===== config.mk =====
export PLATFORM = sky130hd
export DESIGN_NAME = rmlm_top
export DESIGN_NICKNAME = d
export VERILOG_FILES = /design/src/common/rmlm_pkg.sv /design/src/design/rmlm_meter.sv /design/src/design/rmlm_top.sv
export SDC_FILE = /design/constraint.sdc
export NUM_CORES = 1
export LEC_CHECK = 0
export ABC_CLOCK_PERIOD_IN_PS = 3400
export BUFFER_PORTS_ARGS = -buffer_cell sky130_fd_sc_hd__clkbuf_2
export CAP_MARGIN = 20
export CORE_MARGIN = 4
export CORE_UTILIZATION = 50
export CTS_CLUSTER_SIZE = 24
export DETAILED_ROUTE_END_ITERATION = 12
export GPL_ROUTABILITY_DRIVEN = 1
export PLACE_DENSITY = 0.73
export SETUP_SLACK_MARGIN = 0.05
export SLEW_MARGIN = 5
export SYNTH_ARGS = -nofsm -noshare
export SYNTH_HDL_FRONTEND = slang
export SYNTH_SLANG_ARGS = --single-unit

===== constraint.sdc =====
create_clock -name core_clk -period 3.4 [get_ports core_clk]
set_clock_uncertainty 0.2 [all_clocks]
set_input_delay 0.51 -clock core_clk [delete_from_list [all_inputs] [get_ports core_clk]]
set_output_delay 0.51 -clock core_clk [all_outputs]
set_load 0.01 [all_outputs]

===== src/common/rmlm_pkg.sv =====
// constants and types shared by the regulator mask / load meter block
`default_nettype none
package rmlm_pkg;
    localparam int          ADDR_W           = 8;
    localparam int          DATA_W           = 8;
    localparam int          NUM_REG          = 4;
    localparam int          IDX_W            = 2;
    localparam int          RES_W            = 10;
    localparam int          NUM_FLAG         = 5;

    localparam logic [7:0]  ADDR_MASK_2_3    = 8'h24;
    localparam logic [7:0]  ADDR_MEAS_SEL    = 8'h25;
    localparam logic [7:0]  ADDR_RES_HIGH    = 8'h26;
    localparam logic [7:0]  ADDR_RES_LOW     = 8'h27;
    localparam logic [7:0]  ADDR_PG_SRC      = 8'h28;

    localparam logic [7:0]  MASK_2_3_RST     = 8'h00;
    localparam logic [7:0]  MASK_2_3_WR_BITS = 8'hDD;
    localparam logic [7:0]  MEAS_SEL_RST     = 8'h00;
    localparam logic [7:0]  PG_SRC_RST       = 8'h00;
    localparam logic [9:0]  RESULT_RST       = 10'h000;
    localparam logic [9:0]  RESULT_MAX       = 10'h3FF;

    localparam int          BIT_REG2_LIMIT_BLK = 0;
    localparam int          BIT_REG2_GOOD_BLK  = 2;
    localparam int          BIT_REG3_LIMIT_BLK = 4;
    localparam int          BIT_REG3_GOOD_BLK  = 6;
    localparam int          SEL_LSB            = 0;
    localparam int          RES_HIGH_LSB       = 8;
    localparam int          PG_SRC_W           = 2;

    localparam int          FLG_REG2_LIMIT   = 0;
    localparam int          FLG_REG2_GOOD    = 1;
    localparam int          FLG_REG3_LIMIT   = 2;
    localparam int          FLG_REG3_GOOD    = 3;
    localparam int          FLG_LOAD_READY   = 4;

    localparam int          REG2             = 2;
    localparam int          REG3             = 3;

    localparam logic [1:0]  PG_SRC_OFF       = 2'h0;
    localparam logic [1:0]  PG_SRC_VOLT      = 2'h1;
    localparam logic [1:0]  PG_SRC_RSVD      = 2'h2;
    localparam logic [1:0]  PG_SRC_VOLT_ILIM = 2'h3;

    localparam logic [1:0]  IDX_LAST         = 2'h3;
    localparam logic [1:0]  IDX_FIRST        = 2'h0;

    typedef enum logic [1:0] {
        RMLM_IDLE = 2'b00,
        RMLM_SCAN = 2'b01,
        RMLM_WAIT = 2'b11,
        RMLM_DONE = 2'b10
    } rmlm_state_t;
endpackage : rmlm_pkg
`default_nettype wire


===== src/design/rmlm_meter.sv =====
// load-current measurement sequencer: scans the selected phases and sums their samples
`default_nettype none
module rmlm_meter (
    input  wire logic                             core_clk,
    input  wire logic                             arst_n,
    input  wire logic                             start,
    input  wire logic [rmlm_pkg::IDX_W-1:0]       sel,
    input  wire logic [2*rmlm_pkg::NUM_REG-1:0]   master_of,
    output logic                                  sense_req,
    output logic [rmlm_pkg::IDX_W-1:0]            sense_idx,
    input  wire logic                             sense_ack,
    input  wire logic [rmlm_pkg::RES_W-1:0]       sense_data,
    output logic                                  done,
    output logic [rmlm_pkg::RES_W-1:0]            result
);
    import rmlm_pkg::*;

    rmlm_state_t            state_ff, nxt_state;
    logic [IDX_W-1:0]       idx_ff, nxt_idx;
    logic [NUM_REG-1:0]     incl_ff, nxt_incl;
    logic [RES_W-1:0]       acc_ff, nxt_acc;
    logic [RES_W-1:0]       result_ff, nxt_result;
    logic                   req_ff, nxt_req;
    logic                   done_ff, nxt_done;

    function automatic logic [IDX_W-1:0] owner(input logic [2*NUM_REG-1:0] map, input int i);
        owner = map[i*IDX_W +: IDX_W];
    endfunction

    // saturate rather than wrap: a wrapped sum would read as a light load
    function automatic logic [RES_W-1:0] sat_add(input logic [RES_W-1:0] a, input logic [RES_W-1:0] b);
        logic [RES_W:0] s;
        s = {1'b0, a} + {1'b0, b};
        sat_add = s[RES_W] ? RESULT_MAX : s[RES_W-1:0];
    endfunction

    always_comb begin
        nxt_state  = state_ff;
        nxt_idx    = idx_ff;
        nxt_incl   = incl_ff;
        nxt_acc    = acc_ff;
        nxt_result = result_ff;
        nxt_req    = 1'b0;
        nxt_done   = 1'b0;
        if (start) begin
            nxt_state = RMLM_SCAN;
            nxt_idx   = IDX_FIRST;
            nxt_acc   = RESULT_RST;
            for (int j = 0; j < NUM_REG; j++) begin
                // master: itself and all phases it owns; slave: only itself
                nxt_incl[j] = (IDX_W'(j) == sel) ||
                              ((owner(master_of, int'(sel)) == sel) && (owner(master_of, j) == sel));
            end
        end else begin
            case (state_ff)
                RMLM_IDLE: begin
                    nxt_state = RMLM_IDLE;
                end
                RMLM_SCAN: begin
                    if (incl_ff[idx_ff]) begin
                        nxt_req   = 1'b1;
                        nxt_state = RMLM_WAIT;
                    end else if (idx_ff == IDX_LAST) begin
                        nxt_state = RMLM_DONE;
                    end else begin
                        nxt_idx = idx_ff + IDX_W'(1);
                    end
                end
                RMLM_WAIT: begin
                    if (sense_ack) begin
                        nxt_acc = sat_add(acc_ff, sense_data);
                        if (idx_ff == IDX_LAST) begin
                            nxt_state = RMLM_DONE;
                        end else begin
                            nxt_idx   = idx_ff + IDX_W'(1);
                            nxt_state = RMLM_SCAN;
                        end
                    end
                end
                RMLM_DONE: begin
                    nxt_result = acc_ff;
                    nxt_done   = 1'b1;
                    nxt_state  = RMLM_IDLE;
                end
                default: begin
                    nxt_state = RMLM_IDLE;
                end
            endcase
        end
    end

    always_ff @(posedge core_clk or negedge arst_n) begin
        if (!arst_n) begin
            state_ff  <= RMLM_IDLE;
            idx_ff    <= IDX_FIRST;
            incl_ff   <= '0;
            acc_ff    <= RESULT_RST;
            result_ff <= RESULT_RST;
            req_ff    <= 1'b0;
            done_ff   <= 1'b0;
        end else begin
            state_ff  <= nxt_state;
            idx_ff    <= nxt_idx;
            incl_ff   <= nxt_incl;
            acc_ff    <= nxt_acc;
            result_ff <= nxt_result;
            req_ff    <= nxt_req;
            done_ff   <= nxt_done;
        end
    end

    assign sense_req = req_ff;
    assign sense_idx = idx_ff;
    assign done      = done_ff;
    assign result    = result_ff;
endmodule // rmlm_meter
`default_nettype wire


===== src/design/rmlm_top.sv =====
// register bank for regulator 2/3 masks, load-current meter and power-good source select
`default_nettype none
module rmlm_top (
    input  wire logic                             core_clk,
    input  wire logic                             arst_n,
    input  wire logic [rmlm_pkg::ADDR_W-1:0]      reg_addr,
    input  wire logic [rmlm_pkg::DATA_W-1:0]      reg_wdata,
    input  wire logic                             reg_wr,
    input  wire logic                             reg_rd,
    output logic [rmlm_pkg::DATA_W-1:0]           reg_rdata,
    output logic                                  reg_rvalid,
    input  wire logic [rmlm_pkg::NUM_REG-1:0]     reg_good_raw,
    input  wire logic [rmlm_pkg::NUM_REG-1:0]     reg_limit_raw,
    input  wire logic [2*rmlm_pkg::NUM_REG-1:0]   phase_master_of,
    input  wire logic                             load_ready_irq_block,
    input  wire logic [rmlm_pkg::NUM_FLAG-1:0]    irq_flag_clear,
    output logic [rmlm_pkg::NUM_FLAG-1:0]         irq_flags,
    output logic                                  irq_request,
    output logic                                  combined_power_ok_output,
    output logic                                  sense_req,
    output logic [rmlm_pkg::IDX_W-1:0]            sense_idx,
    input  wire logic                             sense_ack,
    input  wire logic [rmlm_pkg::RES_W-1:0]       sense_data
);
    import rmlm_pkg::*;

    logic [DATA_W-1:0]      mask_ff, nxt_mask;
    logic [DATA_W-1:0]      sel_ff, nxt_sel;
    logic [DATA_W-1:0]      pg_src_ff, nxt_pg_src;
    logic [RES_W-1:0]       res_ff, nxt_res;
    logic [DATA_W-1:0]      rdata_ff, nxt_rdata;
    logic                   rvalid_ff, nxt_rvalid;
    logic [NUM_FLAG-1:0]    flag_ff, nxt_flag;
    logic [NUM_REG-1:0]     good_prev_ff, limit_prev_ff;
    logic                   irq_ff, nxt_irq;
    logic                   pok_ff, nxt_pok;
    logic                   meas_start;
    logic                   meas_done;
    logic [RES_W-1:0]       meas_result;
    logic [NUM_FLAG-1:0]    flag_set;
    logic [NUM_FLAG-1:0]    flag_block;

    function automatic logic addr_hit(input logic [ADDR_W-1:0] a, input logic [7:0] off);
        addr_hit = (a == off);
    endfunction

    // reserved code 2 is taken like code 1 so a bad write cannot hide a failed regulator from the output
    function automatic logic pg_term(input logic [1:0] src, input logic good, input logic limit);
        case (src)
            PG_SRC_OFF:       pg_term = 1'b1;
            PG_SRC_VOLT:      pg_term = good;
            PG_SRC_RSVD:      pg_term = good;
            PG_SRC_VOLT_ILIM: pg_term = good & ~limit;
            default:          pg_term = 1'b1;
        endcase
    endfunction

    // register writes
    always_comb begin
        nxt_mask   = mask_ff;
        nxt_sel    = sel_ff;
        nxt_pg_src = pg_src_ff;
        meas_start = 1'b0;
        if (reg_wr) begin
            if (addr_hit(reg_addr, ADDR_MASK_2_3)) begin
                nxt_mask = reg_wdata & MASK_2_3_WR_BITS;
            end
            if (addr_hit(reg_addr, ADDR_MEAS_SEL)) begin
                nxt_sel    = reg_wdata;
                meas_start = 1'b1;
            end
            if (addr_hit(reg_addr, ADDR_PG_SRC)) begin
                nxt_pg_src = reg_wdata;
            end
        end
    end

    always_ff @(posedge core_clk or negedge arst_n) begin
        if (!arst_n) begin
            mask_ff   <= MASK_2_3_RST;
            sel_ff    <= MEAS_SEL_RST;
            pg_src_ff <= PG_SRC_RST;
        end else begin
            mask_ff   <= nxt_mask;
            sel_ff    <= nxt_sel;
            pg_src_ff <= nxt_pg_src;
        end
    end

    rmlm_meter u_meter (
        .core_clk   (core_clk),
        .arst_n     (arst_n),
        .start      (meas_start),
        .sel        (reg_wdata[SEL_LSB +: IDX_W]),
        .master_of  (phase_master_of),
        .sense_req  (sense_req),
        .sense_idx  (sense_idx),
        .sense_ack  (sense_ack),
        .sense_data (sense_data),
        .done       (meas_done),
        .result     (meas_result)
    );

    // result holds the last finished measurement, in 20 mA steps
    always_comb begin
        nxt_res = res_ff;
        if (meas_done) begin
            nxt_res = meas_result;
        end
    end

    always_ff @(posedge core_clk or negedge arst_n) begin
        if (!arst_n) begin
            res_ff <= RESULT_RST;
        end else begin
            res_ff <= nxt_res;
        end
    end

    // register reads, answered one cycle later
    always_comb begin
        nxt_rvalid = reg_rd;
        nxt_rdata  = rdata_ff;
        if (reg_rd) begin
            if (addr_hit(reg_addr, ADDR_MASK_2_3)) begin
                nxt_rdata = mask_ff;
            end else if (addr_hit(reg_addr, ADDR_MEAS_SEL)) begin
                nxt_rdata = sel_ff;
            end else if (addr_hit(reg_addr, ADDR_RES_HIGH)) begin
                nxt_rdata = {{(DATA_W-(RES_W-RES_HIGH_LSB)){1'b0}}, res_ff[RES_W-1:RES_HIGH_LSB]};
            end else if (addr_hit(reg_addr, ADDR_RES_LOW)) begin
                nxt_rdata = res_ff[RES_HIGH_LSB-1:0];
            end else if (addr_hit(reg_addr, ADDR_PG_SRC)) begin
                nxt_rdata = pg_src_ff;
            end else begin
                nxt_rdata = '0;
            end
        end
    end

    always_ff @(posedge core_clk or negedge arst_n) begin
        if (!arst_n) begin
            rdata_ff  <= '0;
            rvalid_ff <= 1'b0;
        end else begin
            rdata_ff  <= nxt_rdata;
            rvalid_ff <= nxt_rvalid;
        end
    end

    // event flags: limit on onset, power-good on any change; raw inputs are never altered
    always_comb begin
        flag_set                 = '0;
        flag_set[FLG_REG2_LIMIT] = reg_limit_raw[REG2] & ~limit_prev_ff[REG2];
        flag_set[FLG_REG3_LIMIT] = reg_limit_raw[REG3] & ~limit_prev_ff[REG3];
        flag_set[FLG_REG2_GOOD]  = reg_good_raw[REG2] ^ good_prev_ff[REG2];
        flag_set[FLG_REG3_GOOD]  = reg_good_raw[REG3] ^ good_prev_ff[REG3];
        flag_set[FLG_LOAD_READY] = meas_done;
        // a set in the same cycle as a clear wins, so no event is lost
        nxt_flag = (flag_ff & ~irq_flag_clear) | flag_set;
    end

    always_comb begin
        flag_block                 = '0;
        flag_block[FLG_REG2_LIMIT] = mask_ff[BIT_REG2_LIMIT_BLK];
        flag_block[FLG_REG2_GOOD]  = mask_ff[BIT_REG2_GOOD_BLK];
        flag_block[FLG_REG3_LIMIT] = mask_ff[BIT_REG3_LIMIT_BLK];
        flag_block[FLG_REG3_GOOD]  = mask_ff[BIT_REG3_GOOD_BLK];
        flag_block[FLG_LOAD_READY] = load_ready_irq_block;
        nxt_irq = |(nxt_flag & ~flag_block);
    end

    always_ff @(posedge core_clk or negedge arst_n) begin
        if (!arst_n) begin
            flag_ff       <= '0;
            good_prev_ff  <= '0;
            limit_prev_ff <= '0;
            irq_ff        <= 1'b0;
        end else begin
            flag_ff       <= nxt_flag;
            good_prev_ff  <= reg_good_raw;
            limit_prev_ff <= reg_limit_raw;
            irq_ff        <= nxt_irq;
        end
    end

    // combined power-ok: and of the per-regulator terms
    always_comb begin
        nxt_pok = 1'b1;
        for (int i = 0; i < NUM_REG; i++) begin
            nxt_pok = nxt_pok & pg_term(pg_src_ff[i*PG_SRC_W +: PG_SRC_W], reg_good_raw[i], reg_limit_raw[i]);
        end
    end

    always_ff @(posedge core_clk or negedge arst_n) begin
        if (!arst_n) begin
            pok_ff <= 1'b0;
        end else begin
            pok_ff <= nxt_pok;
        end
    end

    assign reg_rdata                = rdata_ff;
    assign reg_rvalid               = rvalid_ff;
    assign irq_flags                = flag_ff;
    assign irq_request              = irq_ff;
    assign combined_power_ok_output = pok_ff;
endmodule // rmlm_top
`default_nettype wire


==> flow_summary.toml <==
[outcome]
status = "completed"

[cells_and_area]
fillCellCount = 710
commonest_cells_after_routing_fill_and_taps_aside = "dfrtp_1, clkbuf_2, nand2_1, o21ai_0, inv_1"
layout-area-overhead-vs-synth_pct = 15.1
num_antenna_cells = 0
multi_input_area_sq_um = 1980
layout.area.seq_sq_um = 2050
layout.nets = 550
layout.cells.most_common = "dfrtp_1"
final_layout_size_suffix_gt1_share_pct = 27.2

[clock_tree]
tritoncts = "yes"
cts_made_buffers = 9
postCtsHoldBufs = 0
post_cts.resized_instances = 0
cts_htree_levels = 3
cts_sinks = 82
clkSlewWorstSetupHoldPaths_ns = 0.07
post_cts.repair.setup_buffers = 0
cts-root-to-sink-buffers = 2
clock_latency_ns = 0.35
ctsRootBufferMaster = "clkbuf_8"

[power_and_ir_drop]
clock_power_share_pct = 30.9
combPwrFrac_pct = 13.5
swShare_pct = 26.7
powerDensity_nw_per_um2 = 389
internal_power_uw = 1390
net-switching-power_uw = 505
ir_worst_vdd_mv = 0.160
seqPwrFrac_pct = 55.6
leakagePower_uw = 0.00249

[worst_setup_path]
crit_arrival_ns = 2.67
critical_path_required_ns = 3.41
crit_chain = "ha_1, fa_1, a211oi_1, o21a_1, o21ai_0, a21oi_1, a21oi_1"
launching_element_type_of_the_critical_path = "flip-flop"
slowest_delay_ns = 0.48
criticalPathCategory = "reg -> reg"
worst_path_max_delay_cell = "a21oi_1"
critical_path.max_fanout = 8
most_frequent_cell_on_critical_path = "a21oi_1"
buffers_and_inverters_on_the_worst_path = 0
cp-end-kind = "flip-flop"
critPathTopFamily = "compound AO/OA/AOI/OAI gates"

[timing]
totalNegativeSetupSlack_ns = 0
final.period_utilization_pct = 78.4
final_hold_viol_count = 0
max_freq_mhz = 375
finalSetupViolCount = 0
worst_hold_slack_ns = 0.0823
rsz0062_at_grt = "no"
timing.max_slew.rel_slack_pct = 34.5
timing_worst_slew_pin_value_ns = 0.983
final_max_slew_viol_count = 0
finalCriticalPeriod_ns = 2.67

[synth]
synth.mux.area_fraction_pct = 12.0
largest_family_of_logic_cells_by_synthesized_area = "compound AO/OA/AOI/OAI gates"
yosysWarningCount = 0
netlist_cell_types = 54
synthesized_area_fraction_occupied_by_ao_oa_aoi_and_oai_cells_pct = 15.6
ys_async_sr_fraction_pct = 100
synthXorXnorAreaFrac_pct = 1.87
fraction_of_the_mapped_netlist_area_in_simple_logic_gates_pct = 11.2
mappedNetlistNets = 476
synth-edff-count = 0
synth_area_per_cell_sq_um = 10.5
ys_seq_area_share_pct = 48.6
synthAdderAreaFrac_pct = 6.10
post_synth_inst_count = 403
yosys_register_bits = 82
synth_ff_type = "dfrtp_1"
syn_area_sq_um = 4220

[global_routing]
grt_pass1_wl_mm = 14.8
first_global_vias = 3195
globalRouteTotalUtil_pct = 18.3
overflow = 0
grt_antenna_before_repair = 0
largest_net_degree_at_the_start_of_global_routing = 83

[route]
wirelength_mm = 8.90
residual_drc_count = 0
number_of_vias_per_cell_after_detailed_routing = 5.51
drt-initial-drc-count = 123
firstDrtPassIters = 5
drt.antenna.violating_nets = 0
post_drt_wl_per_cell_um = 15.2
detailroute.via_count = 3229

[die]
floorplan.die.width_um = 99.9
dieHeight_um = 99.9
top_level_ports = 72
die_area_sq_um = 9980
core-area_sq_um = 8220
initial_utilization_pct = 51.4
placementRows = 33

[hold_path]
holdCritPathClass = "in -> reg"

[placed_design]
numPortBuffers = 71
place_congestion = 0.895
hpwlAfterDp_mm = 6.62

[run]
max_cap_violations = 0
area by class of cell:
class / count / area share (%)
Sequential cell: 82 / 42.2
Clock buffer: 11 / 2.70
Timing Repair Buffer: 77 / 8.59
Inverter: 35 / 2.70
Tap cell: 105 / 2.70
Multi-Input combinational cell: 272 / 40.7
Clock inverter: 4 / 0.412
path summary, 6_finish.rpt:
path                                   start                end  slack, ns  depth (start not counted)
hold reg to reg             limit_prev_ff[2]       irq_flags[0]       0.24                          1
max in group asynchronous             arst_n          res_ff[1]       1.94                          3
hold / removal              reg_limit_raw[2]   limit_prev_ff[2]       0.08                          1
min in group asynchronous             arst_n       reg_rdata[6]       0.44                          2
setup / recovery           u_meter.acc_ff[0]  u_meter.acc_ff[3]       0.73                          7
setup reg to reg           u_meter.acc_ff[0]  u_meter.acc_ff[3]       0.73                          7
synth_stat cells, types with 3 or more instances:
cell type / instances / area, sq um
dfrtp_1: 82 / 2050
o21ai_0: 36 / 180
a22oi_1: 5 / 37.5
nor2_1: 12 / 45.0
inv_1: 35 / 131
nand2_1: 44 / 165
o22ai_1: 10 / 62.6
a21oi_1: 31 / 155
a31oi_1: 4 / 25.0
a21o_1: 8 / 60.1
mux2_2: 24 / 270
xor2_1: 4 / 35.0
nand3_1: 8 / 40.0
ha_1: 19 / 238
xnor2_1: 5 / 43.8
clkbuf_1: 9 / 33.8
mux2_4: 9 / 135
nor2b_1: 4 / 25.0
mux2i_1: 8 / 80.1
buf_1: 3 / 11.3
sequential cells by signal, summed over array words and instances, names as in the netlist:
| name | count |
|---|---|
| u_meter.sense_idx | 2 |
| u_meter.done | 1 |
| u_meter.acc_ff | 10 |
| mask_ff | 6 |
| irq_flags | 5 |
| good_prev_ff | 2 |
| limit_prev_ff | 2 |
| u_meter.result | 10 |
| u_meter.incl_ff | 4 |
| res_ff | 10 |
| combined_power_ok_output | 1 |
| reg_rdata | 8 |
| pg_src_ff | 8 |
| sel_ff | 8 |
| u_meter.sense_req | 1 |
| irq_request | 1 |
| reg_rvalid | 1 |
| u_meter.state_ff | 2 |
through the flow:
step / cell area (sq um) / worst slack (ns) / cells / power, uW / util (%)
2_1_floorplan: 4220 / 0.870 / 403 / 1210 / -
3_3_place_gp: 4680 / 0.576 / 569 / 1320 / 57.0
3_5_place_dp: 4680 / 0.524 / 569 / 1330 / 57.0
4_1_cts: 4830 / 0.708 / 584 / 1900 / 58.8
5_1_grt: 4860 / 0.470 / 586 / 1990 / 59.2
6_report: 4860 / 0.733 / 586 / 1890 / 59.2
power groups by stage:
| stage | registers, uW | logic [uW] | clock network (uW) |
|---|---|---|---|
| 3_5_place_dp | 1070 | 254 | 0 |
| 4_1_cts | 1050 | 255 | 594 |
| 2_1_floorplan | 1070 | 136 | 0 |
| 3_3_place_gp | 1070 | 246 | 0 |
| 6_report | 1050 | 256 | 584 |
| 5_1_grt | 1060 | 292 | 638 |
kinds of logic (layout without fill, tap and decap cells):
logic type,Yosys count,in the layout
adder cells (fa/ha/maj),20,20
flip-flops,82,82
XOR/XNOR,9,9
AO/OA/AOI/OAI,111,111
multiplexers,42,42
buffers and inverters,49,127
AND/OR/NAND/NOR,90,90
worst reg2reg max path, cell delays in order (launching register included):
cell	delay, ns
dfrtp_1	0.41
ha_1	0.24
fa_1	0.45
a211oi_1	0.30
o21a_1	0.21
o21ai_0	0.09
a21oi_1	0.48
a21oi_1	0.14
metal layers:
metal	GRT usage (%)	wire length, um	vias to the layer above
met5	0	0	-
met4	8.82	191	0
met3	2.85	450	15
met2	29.6	4290	93
met1	24.2	3960	1549
li1	-	-	1572
Note: power is estimated with default switching activity, not from simulation.
